`config.mk`:
```
export PLATFORM = sky130hd
export DESIGN_NAME = dmc_dual_channel_memory_dma
export DESIGN_NICKNAME = d
export VERILOG_FILES = /design/src/verilog/dmc_pkg.sv /design/src/verilog/dmc_dual_channel_memory_dma.sv
export SDC_FILE = /design/constraint.sdc
export NUM_CORES = 1
export LEC_CHECK = 0
export BUFFER_PORTS_ARGS = -buffer_cell sky130_fd_sc_hd__buf_2
export CAP_MARGIN = 20
export CORE_ASPECT_RATIO = 0.6
export CORE_MARGIN = 8
export CORE_UTILIZATION = 62
export CTS_CLUSTER_DIAMETER = 200
export DETAILED_ROUTE_END_ITERATION = 12
export PLACE_DENSITY = 0.79
export SLEW_MARGIN = 25
export SYNTH_ARGS = -nofsm -noshare
export SYNTH_HDL_FRONTEND = slang
export SYNTH_SLANG_ARGS = --single-unit
```
`constraint.sdc`:
```
create_clock -name clk -period 4.4 [get_ports clk]
set_input_delay 0.22 -clock clk [delete_from_list [all_inputs] [get_ports clk]]
set_output_delay 0.22 -clock clk [all_outputs]
set_load 0.05 [all_outputs]
```
`src/verilog/dmc_pkg.sv`:
```
package dmc_pkg;

	// ********************************************************************
	// Register map
	// ********************************************************************
	localparam logic [7:0] DMC_CH0_SRC_LOW_OFS   = 8'hee;
	localparam logic [7:0] DMC_CH0_SRC_HIGH_OFS  = 8'hef;
	localparam logic [7:0] DMC_CH0_SRC_UPPER_OFS = 8'hf0;
	localparam logic [7:0] DMC_CH0_DST_LOW_OFS   = 8'hf1;
	localparam logic [7:0] DMC_CH0_DST_HIGH_OFS  = 8'hf2;
	localparam logic [7:0] DMC_CH0_DST_UPPER_OFS = 8'hf3;
	localparam logic [7:0] DMC_CH0_COUNT_LOW_OFS = 8'hf4;
	localparam logic [7:0] DMC_CH0_COUNT_HIGH_OFS = 8'hf5;
	localparam logic [7:0] DMC_CH0_CONTROL_OFS   = 8'hf6;
	localparam logic [7:0] DMC_CH1_SRC_LOW_OFS   = 8'hf7;
	localparam logic [7:0] DMC_CH1_SRC_HIGH_OFS  = 8'hf8;
	localparam logic [7:0] DMC_CH1_SRC_UPPER_OFS = 8'hf9;
	localparam logic [7:0] DMC_CH1_DST_LOW_OFS   = 8'hfa;
	localparam logic [7:0] DMC_CH1_DST_HIGH_OFS  = 8'hfb;
	localparam logic [7:0] DMC_CH1_DST_UPPER_OFS = 8'hfc;
	localparam logic [7:0] DMC_CH1_COUNT_LOW_OFS = 8'hfd;
	localparam logic [7:0] DMC_CH1_COUNT_HIGH_OFS = 8'hfe;
	localparam logic [7:0] DMC_CH1_CONTROL_OFS   = 8'hff;

	// Register position inside one channel's block of nine
	localparam logic [3:0] DMC_REGS_PER_CH = 4'h9;
	localparam logic [3:0] DMC_SUB_SRC_L   = 4'h0;
	localparam logic [3:0] DMC_SUB_SRC_H   = 4'h1;
	localparam logic [3:0] DMC_SUB_SRC_U   = 4'h2;
	localparam logic [3:0] DMC_SUB_DST_L   = 4'h3;
	localparam logic [3:0] DMC_SUB_DST_H   = 4'h4;
	localparam logic [3:0] DMC_SUB_DST_U   = 4'h5;
	localparam logic [3:0] DMC_SUB_CNT_L   = 4'h6;
	localparam logic [3:0] DMC_SUB_CNT_H   = 4'h7;
	localparam logic [3:0] DMC_SUB_CTL     = 4'h8;

	// ********************************************************************
	// Control register fields and reset values
	// ********************************************************************
	localparam int DMC_CTL_EN_BIT    = 7;
	localparam int DMC_CTL_IE_BIT    = 6;
	localparam int DMC_CTL_BURST_BIT = 4;
	localparam int DMC_CTL_DST_LSB   = 2;
	localparam int DMC_CTL_SRC_LSB   = 0;
	localparam logic [7:0]  DMC_CTL_RESET   = 8'h00;
	localparam logic [15:0] DMC_COUNT_RESET = 16'h0000;
	localparam logic [7:0]  DMC_CTL_WMASK   = 8'hdf;

	// Address step codes
	localparam logic [1:0] DMC_STEP_INC = 2'h0;
	localparam logic [1:0] DMC_STEP_DEC = 2'h1;

	// ********************************************************************
	// Timing
	// ********************************************************************
	localparam logic [3:0] DMC_STEAL_GAP_CYCLES = 4'h8;

	typedef enum logic [2:0] {
		DMC_ST_IDLE = 3'b000,
		DMC_ST_REQ  = 3'b001,
		DMC_ST_RD   = 3'b010,
		DMC_ST_WR   = 3'b011,
		DMC_ST_GAP  = 3'b100
	} dmc_state_e;

	typedef enum logic [1:0] {
		DMC_OWN_CPU = 2'b00,
		DMC_OWN_DMA = 2'b01,
		DMC_OWN_EXT = 2'b10
	} dmc_owner_e;

endpackage : dmc_pkg

```
`src/verilog/dmc_dual_channel_memory_dma.sv`:
```
`timescale 1ns/1ps

// Summary of operation
// - Two channels, each with 24-bit source, destination, 16-bit count, control.
// - Whole-block mode keeps the bus until the full block is moved.
// - Cycle-steal moves one byte, releases bus, waits 8 cycles, repeats.
// - Channels only drive memory strobes, never the internal I/O registers.
// - Enabled channel drives address, data, read and write strobes.
// - Disabled channel raises no request and moves no data.
// - Both channels are disabled after reset.
// - External master requests by low input; internal request wins ties.
// - Control bit 4 set selects whole-block, clear selects cycle-steal.
// - Cycle-steal is the mode after reset.
// - Channel 0 outranks channel 1; block-mode channel 0 finishes first.
// - Both cycle-steal: channels alternate bytes with 8-cycle gaps.
// - Channel 0 cycle-steal with channel 1 block holds channel 1 off.
// - Control bit 6 set raises interrupt when byte count reaches zero.
// - Channel interrupts are disabled after reset.
// - Pending interrupt clears only by clearing enable, not interrupt enable.
// - All channel registers are reached through the I/O port.
// - Address registers undefined after reset; count and control read zero.
// - Count decrements per byte, transfer ends at zero, 1 to 65535.
// - Source and destination step up, down or stay after each byte.
// - Enable bit is not cleared by hardware when transfer completes.
module dmc_dual_channel_memory_dma
	import dmc_pkg::*;
#(
	parameter int ADDR_W = 24,
	parameter int CNT_W  = 16
)(
	input  wire logic              clk,
	input  wire logic              rstn,
	input  wire logic              clk_en,
	input  wire logic [7:0]        io_addr,
	input  wire logic [7:0]        io_wdata,
	input  wire logic              io_wr,
	input  wire logic              io_rd,
	output logic      [7:0]        io_rdata,
	output logic                   bus_request,
	input  wire logic              bus_ack,
	input  wire logic              external_bus_request_n,
	output logic                   external_bus_grant_n,
	output logic      [ADDR_W-1:0] mem_addr,
	output logic      [7:0]        mem_wdata,
	input  wire logic [7:0]        mem_rdata,
	output logic                   mem_rd_n,
	output logic                   mem_wr_n,
	output logic                   bus_oe_n,
	output logic      [1:0]        irq
);

	// ********************************************************************
	// Helpers
	// ********************************************************************
	// Step codes: 00 counts up, 01 counts down, 1x holds the address
	function automatic logic [ADDR_W-1:0] step_addr(input logic [ADDR_W-1:0] a,
		input logic [1:0] mode);
		logic [ADDR_W-1:0] r;
		r = a;
		if (mode == DMC_STEP_INC)
			r = a + {{(ADDR_W-1){1'b0}}, 1'b1};
		else if (mode == DMC_STEP_DEC)
			r = a - {{(ADDR_W-1){1'b0}}, 1'b1};
		return r;
	endfunction : step_addr

	function automatic logic [7:0] byte_of(input logic [ADDR_W-1:0] a,
		input logic [1:0] sel);
		logic [ADDR_W-1:0] s;
		s = a >> {sel, 3'b000};
		return s[7:0];
	endfunction : byte_of

	// ********************************************************************
	// Channel registers
	// ********************************************************************
	logic [ADDR_W-1:0] src_q   [2];
	logic [ADDR_W-1:0] dst_q   [2];
	logic [CNT_W-1:0]  cnt_q   [2];
	logic [7:0]        ctl_q   [2];
	logic [1:0]        irq_q;
	logic [7:0]        rdata_q;

	dmc_state_e        state_q;
	dmc_owner_e        owner_q;
	logic              cur_q;
	logic              last_q;
	logic [3:0]        gap_q;
	logic [ADDR_W-1:0] addr_q;
	logic [7:0]        data_q;
	logic              rd_n_q;
	logic              wr_n_q;
	logic              drive_q;

	// ********************************************************************
	// I/O decode
	// ********************************************************************
	wire       io_hit    = io_addr >= DMC_CH0_SRC_LOW_OFS;
	wire [7:0] io_rel    = io_addr - DMC_CH0_SRC_LOW_OFS;
	// Channel 1 sits nine registers above channel 0
	wire       io_ch     = io_rel[3:0] >= DMC_REGS_PER_CH || io_rel[4];
	wire [7:0] io_sub8   = io_ch ? io_rel - {4'h0, DMC_REGS_PER_CH} : io_rel;
	wire [3:0] io_sub    = io_sub8[3:0];
	wire       io_wr_hit = io_wr && io_hit;

	// ********************************************************************
	// Channel status and selection
	// ********************************************************************
	wire [1:0] en;
	wire [1:0] burst;
	wire [1:0] ready;
	// A zero count asks for nothing, so an enable left set after completion is harmless
	genvar g;
	generate
		for (g = 0; g < 2; g++)
		begin : g_stat
			assign en[g]    = ctl_q[g][DMC_CTL_EN_BIT];
			assign burst[g] = ctl_q[g][DMC_CTL_BURST_BIT];
			assign ready[g] = en[g] && (cnt_q[g] != '0);
		end
	endgenerate

	// Channel 1 only runs when channel 0 is idle, or both steal and it is its turn
	wire pick1 = ready[1] && (!ready[0] ||
		(!burst[0] && !burst[1] && !last_q));
	wire any_ready = |ready;
	wire cur_en    = en[cur_q];
	wire granted   = bus_ack && (owner_q == DMC_OWN_DMA);

	// Count and addresses advance together, once the write strobe has gone out
	wire [CNT_W-1:0]  cnt_dec  = cnt_q[cur_q] - {{(CNT_W-1){1'b0}}, 1'b1};
	wire [ADDR_W-1:0] src_next = step_addr(src_q[cur_q],
		ctl_q[cur_q][DMC_CTL_SRC_LSB+1:DMC_CTL_SRC_LSB]);
	wire [ADDR_W-1:0] dst_next = step_addr(dst_q[cur_q],
		ctl_q[cur_q][DMC_CTL_DST_LSB+1:DMC_CTL_DST_LSB]);
	wire byte_done  = (state_q == DMC_ST_WR);
	// Burst chains the next read straight after the write, with no request cycle between
	wire more_burst = burst[cur_q] && cur_en && (cnt_dec != '0);

	// The request stands through REQ, RD and WR only; GAP and IDLE leave the bus to the CPU
	wire int_req = (state_q == DMC_ST_REQ) || (state_q == DMC_ST_RD) ||
		(state_q == DMC_ST_WR);
	wire ext_req = !external_bus_request_n;

	// ********************************************************************
	// Register file
	// ********************************************************************
	// Address registers carry no reset; their value after reset is undefined
	generate
		for (g = 0; g < 2; g++)
		begin : g_addr
			// Per-channel write decode; a CPU write beats the hardware update
			wire       sel      = io_wr_hit && (io_ch == 1'(g));
			wire       own      = byte_done && (cur_q == 1'(g));
			wire       wr_src   = sel && (io_sub <= DMC_SUB_SRC_U);
			wire       wr_dst   = sel && (io_sub >= DMC_SUB_DST_L) && (io_sub <= DMC_SUB_DST_U);
			wire       wr_cnt_l = sel && (io_sub == DMC_SUB_CNT_L);
			wire       wr_cnt_h = sel && (io_sub == DMC_SUB_CNT_H);
			wire       wr_ctl   = sel && (io_sub == DMC_SUB_CTL);
			wire       irq_set  = own && (cnt_dec == '0) && ctl_q[g][DMC_CTL_IE_BIT];
			wire [1:0] dst_byte = io_sub[1:0] - 2'h3;
			always_ff @(posedge clk)
			begin
				if (clk_en)
				begin
					if (wr_src)
						src_q[g][{io_sub[1:0], 3'b000} +: 8] <= io_wdata;
					else if (own)
						src_q[g] <= src_next;
					if (wr_dst)
						dst_q[g][{dst_byte, 3'b000} +: 8] <= io_wdata;
					else if (own)
						dst_q[g] <= dst_next;
				end
			end

			always_ff @(posedge clk or negedge rstn)
			begin
				if (!rstn)
				begin
					cnt_q[g] <= DMC_COUNT_RESET;
					ctl_q[g] <= DMC_CTL_RESET;
					irq_q[g] <= 1'b0;
				end
				else if (clk_en)
				begin
					if (wr_cnt_l)
						cnt_q[g][7:0] <= io_wdata;
					else if (wr_cnt_h)
						cnt_q[g][15:8] <= io_wdata;
					else if (own)
						cnt_q[g] <= cnt_dec;
					// Enable stays set after completion, only software clears it
					if (wr_ctl)
						ctl_q[g] <= io_wdata & DMC_CTL_WMASK;
					// Completion sets the request even if enable is cleared together
					if (irq_set)
						irq_q[g] <= 1'b1;
					else if (!en[g])
						irq_q[g] <= 1'b0;
				end
			end
		end
	endgenerate

	// ********************************************************************
	// Register read
	// ********************************************************************
	// Read data is registered so that it cannot follow io_addr glitches
	logic [7:0] rd_mux;
	always_comb
	begin
		rd_mux = 8'h00;
		if (io_sub <= DMC_SUB_SRC_U)
			rd_mux = byte_of(src_q[io_ch], io_sub[1:0]);
		else if (io_sub <= DMC_SUB_DST_U)
			rd_mux = byte_of(dst_q[io_ch], io_sub[1:0] - 2'h3);
		else if (io_sub == DMC_SUB_CNT_L)
			rd_mux = cnt_q[io_ch][7:0];
		else if (io_sub == DMC_SUB_CNT_H)
			rd_mux = cnt_q[io_ch][15:8];
		else if (io_sub == DMC_SUB_CTL)
			rd_mux = ctl_q[io_ch];
	end

	always_ff @(posedge clk or negedge rstn)
	begin
		if (!rstn)
			rdata_q <= 8'h00;
		else if (clk_en && io_rd)
			rdata_q <= io_hit ? rd_mux : 8'h00;
	end

	// ********************************************************************
	// Bus ownership
	// ********************************************************************
	// Owner follows the acknowledge one edge later; the internal request is looked at first
	wire take_dma  = bus_ack && int_req;
	wire take_ext  = bus_ack && ext_req && !int_req;
	wire ext_owned = bus_ack && (owner_q == DMC_OWN_EXT);
	always_ff @(posedge clk or negedge rstn)
	begin
		if (!rstn)
			owner_q <= DMC_OWN_CPU;
		else if (clk_en)
		begin
			case (owner_q)
				DMC_OWN_CPU:
					if (take_dma)
						owner_q <= DMC_OWN_DMA;
					else if (take_ext)
						owner_q <= DMC_OWN_EXT;
				DMC_OWN_DMA:
					if (!int_req)
						owner_q <= DMC_OWN_CPU;
				DMC_OWN_EXT:
					if (!ext_req)
						owner_q <= DMC_OWN_CPU;
				default:
					owner_q <= DMC_OWN_CPU;
			endcase
		end
	end

	// ********************************************************************
	// Transfer sequencer
	// ********************************************************************
	always_ff @(posedge clk or negedge rstn)
	begin
		if (!rstn)
		begin
			state_q <= DMC_ST_IDLE;
			cur_q   <= 1'b0;
			last_q  <= 1'b1;
			gap_q   <= 4'h0;
			addr_q  <= '0;
			data_q  <= 8'h00;
			rd_n_q  <= 1'b1;
			wr_n_q  <= 1'b1;
			drive_q <= 1'b0;
		end
		else if (clk_en)
		begin
			case (state_q)
				DMC_ST_IDLE:
					if (any_ready)
					begin
						// The channel chosen here is kept for the whole byte
						cur_q   <= pick1;
						state_q <= DMC_ST_REQ;
					end
				DMC_ST_REQ:
					if (!cur_en)
						state_q <= DMC_ST_IDLE;
					else if (granted)
					begin
						addr_q  <= src_q[cur_q];
						rd_n_q  <= 1'b0;
						drive_q <= 1'b1;
						state_q <= DMC_ST_RD;
					end
				DMC_ST_RD:
				begin
					rd_n_q <= 1'b1;
					// Disabled between read and write: the byte is dropped, nothing is written
					if (!cur_en)
					begin
						drive_q <= 1'b0;
						state_q <= DMC_ST_IDLE;
					end
					else
					begin
						data_q  <= mem_rdata;
						addr_q  <= dst_q[cur_q];
						wr_n_q  <= 1'b0;
						state_q <= DMC_ST_WR;
					end
				end
				DMC_ST_WR:
				begin
					wr_n_q <= 1'b1;
					// Remembered for the steal-mode alternation
					last_q <= cur_q;
					if (more_burst)
					begin
						addr_q  <= src_next;
						rd_n_q  <= 1'b0;
						state_q <= DMC_ST_RD;
					end
					else if (burst[cur_q])
					begin
						drive_q <= 1'b0;
						state_q <= DMC_ST_IDLE;
					end
					else
					begin
						// Bus goes back to the CPU for a fixed quiet spell
						drive_q <= 1'b0;
						gap_q   <= DMC_STEAL_GAP_CYCLES - 4'h1;
						state_q <= DMC_ST_GAP;
					end
				end
				// Quiet spell counts down to zero, then one IDLE cycle before the next request
				DMC_ST_GAP:
					if (gap_q == 4'h0)
						state_q <= DMC_ST_IDLE;
					else
						gap_q <= gap_q - 4'h1;
				default:
					state_q <= DMC_ST_IDLE;
			endcase
		end
	end

	// ********************************************************************
	// Outputs
	// ********************************************************************
	// Only memory strobes exist here, so internal I/O space is never touched
	assign mem_addr             = addr_q;
	assign mem_wdata            = data_q;
	assign mem_rd_n             = rd_n_q;
	assign mem_wr_n             = wr_n_q;
	assign bus_oe_n             = !drive_q;
	assign bus_request          = int_req || ext_req;
	assign external_bus_grant_n = !ext_owned;
	assign io_rdata             = rdata_q;
	assign irq                  = irq_q;

endmodule : dmc_dual_channel_memory_dma

```
==> results.sh, run 1 <==
export IMPL_status="complete, no violations"
export IMPL_place_congestion=1.01
export IMPL_setup_tns_ns=0
export IMPL_via_per_inst=7.16
export IMPL_wirelength_um=53800
export IMPL_io_pins=78
export IMPL_ant_nets=0
export IMPL_grt_pass1_wl_um=80200
export IMPL_min_period_ns=4.18
export IMPL_drv_cap=0
export IMPL_syn_nets=1636
export IMPL_first_global_vias=12800
export IMPL_ir_drop_uv=449
export IMPL_internal_power_uw=3290
export IMPL_cts_tree="built"
export IMPL_clock_latency_ns=0.47
export IMPL_nFillCells=1770
export IMPL_fp_dieArea_um2=28800
export IMPL_synth_async_sr_flop_share_pct=51.5
export IMPL_hold_path_class="in2reg"
export IMPL_synth_distinct_cells=90
export IMPL_grt_setup_unrepaired="no"
export IMPL_first_iter_violations=2404
export IMPL_critical_path_class="reg2reg"
export IMPL_final_layout_size_suffix_gt1_share_pct=19.2
export IMPL_cellLeakagePower_uw=0.00662
export IMPL_grt_remaining_overflow=0
export IMPL_min_from="mem_rdata[6]"
export IMPL_ff2ff_setup_slack_ns=0.22
export IMPL_die_height_um=135
export IMPL_yosysTopAreaCellShare_pct=19.8
export IMPL_crit_family="simple AND/OR/NAND/NOR gates"
export IMPL_cts_max_path_buffers=2
export IMPL_worst_setup_path_end_kind="register"
export IMPL_grt_max_degree=66
export IMPL_max_slew_margin_pct=32.5
export IMPL_areaGrowthSynthToFinish_pct=9.96
export IMPL_wl_per_cell_um=27.4
export IMPL_fmax_ghz=0.239
export IMPL_power_net_switching_uw=1840
export IMPL_cts_buffers_inserted=17
export IMPL_synth_area_um2=14600
export IMPL_root_buffer="clkbuf_16"
export IMPL_slowest_delay_ns=0.75
export IMPL_synth_area_per_cell_um2=9.19
export IMPL_critical_path_startpoint="cur_q$_DFFE_PN0P_"
export IMPL_core_um2=23100
export IMPL_cp_slowest_cell="dfrtp_4"
export IMPL_cp_data_arrival_time_ns=4.53
export IMPL_required_ns=4.75
export IMPL_synth_cells=1586
export IMPL_switching_share_pct=35.8
export IMPL_fin_util_pct=69.5
export IMPL_ys_flop_type="dfrtp_1"
export IMPL_worstMarginPinSlew_ns=1.01
export IMPL_io_buffers=77
export IMPL_cts_htree_levels=4
export IMPL_finClkSkew_ns=0.0168
export IMPL_critical_path_max_fanout=30
export IMPL_start_util_pct=63.2
export IMPL_dp_hpwl_um=40200
export IMPL_powerDensity_nw_per_um2=320
export IMPL_synth_edf_count=96
export IMPL_path_buf_inv=1
export IMPL_worstPathCellList="mux2i_1, ha_1, o21ai_0, xnor2_1, nand2b_1, nor4_1, nand4_2, a22oi_4, buf_4, mux2_2"
export IMPL_synth_area_leaders="edfxtp_1, dfrtp_1, mux2_2"
export IMPL_dr_pass1_iters=6
export IMPL_final_common_cell="o21ai_0"
export IMPL_routed_via_count=14100
export IMPL_pwr_share_seq_pct=40.4
export IMPL_finalCritPeriodShare_pct=95.0
export IMPL_grt_usage_pct=36.2
export IMPL_netlist_top_cell_by_area="edfxtp_1"
export IMPL_placement_rows=43
export IMPL_drv_slew=0
export IMPL_clk_pin_slew_worst_paths_ns=0.08
export IMPL_start_kind="register"
export IMPL_nets=1685
export IMPL_synth_warnings=0
export IMPL_finalHoldViolations=0
export IMPL_setup_violations=0
export IMPL_final_cell_mix="o21ai_0, nand3_1, nand2_1"
export IMPL_p_comb_share_pct=27.3
export IMPL_r2r_start="cur_q$_DFFE_PN0P_"
export IMPL_ys_seq_area_share_pct=37.3
export IMPL_antenna_found_initial=1
export IMPL_post_route_drc_count=0
export IMPL_pwr_share_clk_pct=32.3
export IMPL_clock_sinks=198
export IMPL_die_w_um=214
export IMPL_synth_seq_cells=198
## Yosys cell counts (all sizes together), types with 40 or more instances
master	number
o21ai	179
nand3	141
nand2	137
dfrtp	99
edfxtp	96
mux2	95
mux2i	94
nor2	90
clkbuf	72
a21oi	69
xnor2	44
nor3	42
buf	40
## cell type report
| type | instances | area (µm²) | share of cell area, % |
|---|---|---|---|
| diodes | 2 | 5.00 | 0.0312 |
| clock buffers | 17 | 425 | 2.65 |
| clock inverters | 15 | 176 | 1.10 |
| inverters | 36 | 135 | 0.843 |
| multi-input cells | 1240 | 8530 | 53.2 |
| flip-flops and latches | 198 | 5440 | 33.9 |
| well taps | 315 | 394 | 2.46 |
| repair buffers | 142 | 921 | 5.74 |
## power by group through the flow
stage | clock, µW | sequential (µW) | combinational (µW)
floorplan | 0 | 2130 | 892
global placement | 0 | 2110 | 1320
detailed placement | 0 | 2110 | 1330
CTS | 1650 | 2070 | 1350
global route | 1730 | 2080 | 1480
finish | 1660 | 2070 | 1400
## final timing paths
check	endpoint	depth (start not counted)
max	mem_addr[5]$_DFFE_PN0P_	10
min	mem_wdata[6]$_DFFE_PN0P_	2
max reg2reg	mem_addr[5]$_DFFE_PN0P_	10
min reg2reg	mem_wr_n$_DFFE_PN1P_	2
max in group asynchronous	mem_addr[8]$_DFFE_PN0P_	3
min in group asynchronous	cur_q$_DFFE_PN0P_	2
## per-layer routing
layer  part of all wire [%]  vias to the layer above  track usage [%]
met5                  0.019                        -                0
li1                       -                     6057                -
met1                     42                     6736             53.4
met2                     37                     1140             46.2
met3                     18                      128             16.6
met4                    2.5                        2             9.47
## cell families after synthesis
| kind of cell | Yosys count | share of synthesized area, % |
|---|---|---|
| fa+ha+maj | 19 | 1.63 |
| compound gates | 411 | 17.6 |
| xor+xnor | 67 | 4.08 |
| flops | 198 | 37.3 |
| mux | 202 | 16.1 |
| simple gates | 541 | 18.8 |
| buf+inv | 148 | 4.53 |
## worst register-to-register path, stage by stage, from the launching register on
cell and delay, ns:
dfrtp_4 0.75, mux2i_1 0.43, ha_1 0.48, o21ai_0 0.20, xnor2_1 0.30, nand2b_1 0.11, nor4_1 0.37, nand4_2 0.35
a22oi_4 0.24, buf_4 0.42, mux2_2 0.41
## through the flow
step	total power, µW	cells	area [µm²]	hold slack [ns]	setup slack (ns)
finish	5130	1965	16000	0.0278	0.221
global route	5280	1963	16000	0.0103	0.0776
CTS	5070	1963	16000	0.0192	0.355
detailed placement	3440	1923	15300	0.385	0.379
global placement	3420	1923	15300	0.363	0.431
floorplan	3020	1586	14600	-0.0756	0.281
## timing repair
action                                 CTS  global route
resized for setup                        0             0
setup buffers                            0             0
endpoints found under the hold margin   68             0
hold buffers                             8             0
## state kept, by name, summed over array words and instances (netlist names)
register   flops
dst_q         48
state_q        3
owner_q        2
src_q         48
drive_q        1
ctl_q         12
gap_q          4
io_rdata       8
cur_q          1
mem_addr      24
cnt_q         32
last_q         1
burst          2
mem_wr_n       1
irq            2
mem_wdata      8
mem_rd_n       1
No activity file was read; power rests on OpenSTA's default activity.
==> run 2, diff against run 1 <==
Settings changed: ABC_AREA set to 1.
==> run 2 against run 1 <==
  * Design area is 0.51% higher
  * Clock power down 2%
  * Sequential power increased by 4%
  * Register-to-register slack better by 0.17 ns
  * Critical path depth increased by 8
==> results.sh, run 2 <==
export IMPL_status="complete, no violations"
export IMPL_areaGrowthSynthToFinish_pct=8.67
export IMPL_required_ns=4.80
export IMPL_yosysTopAreaCellShare_pct=19.4
export IMPL_grt_max_degree=68
export IMPL_clock_sinks=198
export IMPL_cp_slowest_cell="dfrtp_4"
export IMPL_setup_slack_ns=0.396
export IMPL_drv_cap=0
export IMPL_core_um2=23300
export IMPL_ys_flop_type="dfrtp_1"
export IMPL_start_util_pct=63.7
export IMPL_crit_family="simple AND/OR/NAND/NOR gates"
export IMPL_place_congestion=1.08
export IMPL_cts_tree="built"
export IMPL_final_layout_size_suffix_gt1_share_pct=8.84
export IMPL_synth_async_sr_flop_share_pct=51.5
export IMPL_cp_data_arrival_time_ns=4.40
export IMPL_cts_resized=0
export IMPL_synth_common_cells="nand2_1, inv_1, o21ai_0, nor2_1, nand3_1"
export IMPL_path_depth=18
export IMPL_power_net_switching_uw=1840
export IMPL_fin_util_pct=69.2
export IMPL_holdPathStages=2
export IMPL_placement_rows=43
export IMPL_internal_power_uw=3290
export IMPL_n_antenna_cell=0
export IMPL_synth_seq_cells=198
export IMPL_die_w_um=216
export IMPL_grt_setup_unrepaired="no"
export IMPL_ys_seq_area_share_pct=36.7
export IMPL_io_pins=78
export IMPL_cts_hold_buf=7
export IMPL_pwr_share_clk_pct=31.6
export IMPL_cts_htree_levels=4
export IMPL_dr_pass1_iters=8
export IMPL_nets=2334
export IMPL_hold_path_class="in2reg"
export IMPL_powerDensity_nw_per_um2=318
export IMPL_drv_slew=0
export IMPL_dpl_cell_area_um2=15500
export IMPL_synth_distinct_cells=58
export IMPL_critical_path_class="reg2reg"
export IMPL_die_height_um=136
export IMPL_antenna_found_initial=1
export IMPL_switching_share_pct=35.9
export IMPL_preCtsSetupSlack_ns=0.233
export IMPL_fp_dieArea_um2=29300
export IMPL_ant_nets=0
export IMPL_setup_tns_ns=0
export IMPL_ff2ff_setup_slack_ns=0.40
export IMPL_finalCritPeriodShare_pct=91.0
export IMPL_critical_path_max_fanout=27
export IMPL_first_iter_violations=2951
export IMPL_synth_area_um2=14800
export IMPL_synth_most_common_cell="nand2_1"
export IMPL_synth_area_per_cell_um2=6.65
export IMPL_grt_pass1_wl_um=84900
export IMPL_synth_area_leaders="edfxtp_1, nand2_1, dfrtp_1"
export IMPL_post_route_drc_count=0
export IMPL_dp_hpwl_um=42900
export IMPL_wirelength_um=56100
export IMPL_clk_pin_slew_worst_paths_ns=0.07
export IMPL_grt_usage_pct=37.4
export IMPL_wl_per_cell_um=21.5
export IMPL_finalHoldViolations=0
export IMPL_netlist_top_cell_by_area="edfxtp_1"
export IMPL_slowest_delay_ns=0.63
export IMPL_fmax_ghz=0.250
export IMPL_p_comb_share_pct=26.6
export IMPL_clock_latency_ns=0.47
export IMPL_rr_worst_depth=18
export IMPL_max_slew_margin_pct=27.0
export IMPL_setup_violations=0
export IMPL_root_buffer="clkbuf_16"
export IMPL_cellLeakagePower_uw=0.00765
export IMPL_finClkSkew_ns=0.00957
export IMPL_syn_nets=2280
export IMPL_pwr_share_seq_pct=41.8
export IMPL_final_common_cell="nand2_1"
export IMPL_cts_max_path_buffers=2
export IMPL_min_period_ns=4.00
export IMPL_cts_buffers_inserted=17
export IMPL_cp_common_cell="nand2_1"
export IMPL_synth_cells=2230
export IMPL_path_buf_inv=1
export IMPL_final_cell_area_um2=16100
export IMPL_cts_setup_buffers=0
export IMPL_worstMarginPinSlew_ns=1.08
export IMPL_first_global_vias=14500
export IMPL_via_per_inst=6.36
export IMPL_stdcell_count=2612
export IMPL_routed_via_count=16600
export IMPL_io_buffers=77
export IMPL_grt_remaining_overflow=0
export IMPL_synth_edf_count=96
export IMPL_largestRegisters="dst_q (48), src_q (48), cnt_q (32)"
export IMPL_final_cell_mix="nand2_1, inv_1, o21ai_0"
export IMPL_worstPathCellList="inv_2, nand2_1, nand2_1, ha_1, nand3_1, nor2_2, nand2_1, nand2_1, nand3_1, nor2_1, nand2_1, nor2_1, nand2_1, nand3_2, nand2_2, nand2_4, nand2_1, nand2_1"
export IMPL_worst_setup_path_end_kind="register"
export IMPL_synth_warnings=0
export IMPL_placedCellCount=2573
export IMPL_ir_drop_uv=237
export IMPL_start_kind="register"
[run 2: routing by layer]
layer  track usage (%)  routed length, µm  share of wire, %
met5                 0                 13             0.023
met4              11.2               1830               3.3
met3              15.0               9740                17
met2              52.1              22200                40
met1              52.4              22300                40
[run 2: power groups by stage]
stage	sequential, µW	clock, µW	combinational, µW
after floorplan	2230	0	816
after global placement	2170	0	1260
after detailed placement	2180	0	1290
after CTS	2140	1590	1310
after global routing	2150	1660	1470
final	2150	1620	1360
[run 2: layout make-up]
class,count,area (µm²)
clock inverters,6,62.6
flip-flops and latches,198,5440
repair buffers,123,776
clock buffers,26,522
inverters,264,991
fillers,2046,7180
multi-input cells,1680,7930
well taps,315,394
[run 2: through the flow]
| stage | total power [µW] | hold slack (ns) |
|---|---|---|
| floorplan | 3050 | -0.0756 |
| global placement | 3430 | 0.187 |
| detailed placement | 3460 | 0.200 |
| CTS | 5040 | 0.00431 |
| global route | 5280 | 0.00278 |
| finish | 5130 | 0.00767 |
[run 2: cells by family (layout without fill, tap and decap cells)]
| logic type | Yosys count | in the layout | synth area share [%] |
|---|---|---|---|
| simple gates | 1182 | 1182 | 32.8 |
| mux | 8 | 8 | 0.608 |
| fa+ha+maj | 19 | 19 | 1.60 |
| buf+inv | 352 | 419 | 9.87 |
| compound gates | 441 | 441 | 16.6 |
| xor+xnor | 30 | 30 | 1.82 |
| flops | 198 | 198 | 36.7 |
[run 2: final timing paths]
kind | startpoint | to
max in group asynchronous | rstn | cur_q$_DFFE_PN0P_
max reg2reg | cur_q$_DFFE_PN0P_ | mem_addr[11]$_DFFE_PN0P_
max | cur_q$_DFFE_PN0P_ | mem_addr[11]$_DFFE_PN0P_
min reg2reg | mem_addr[23]$_DFFE_PN0P_ | mem_addr[23]$_DFFE_PN0P_
min in group asynchronous | rstn | cnt_q[3]$_DFFE_PN0P_
min | mem_rdata[7] | mem_wdata[7]$_DFFE_PN0P_
[run 2: worst reg2reg max path, cell delays in order, from the launching register on]
cell and delay, ns:
dfrtp_4 0.63, inv_2 0.43, nand2_1 0.10, nand2_1 0.15
ha_1 0.22, nand3_1 0.15, nor2_2 0.34, nand2_1 0.09
nand2_1 0.12, nand3_1 0.16, nor2_1 0.14, nand2_1 0.06
nor2_1 0.08, nand2_1 0.18, nand3_2 0.15, nand2_2 0.33
nand2_4 0.40, nand2_1 0.12, nand2_1 0.08
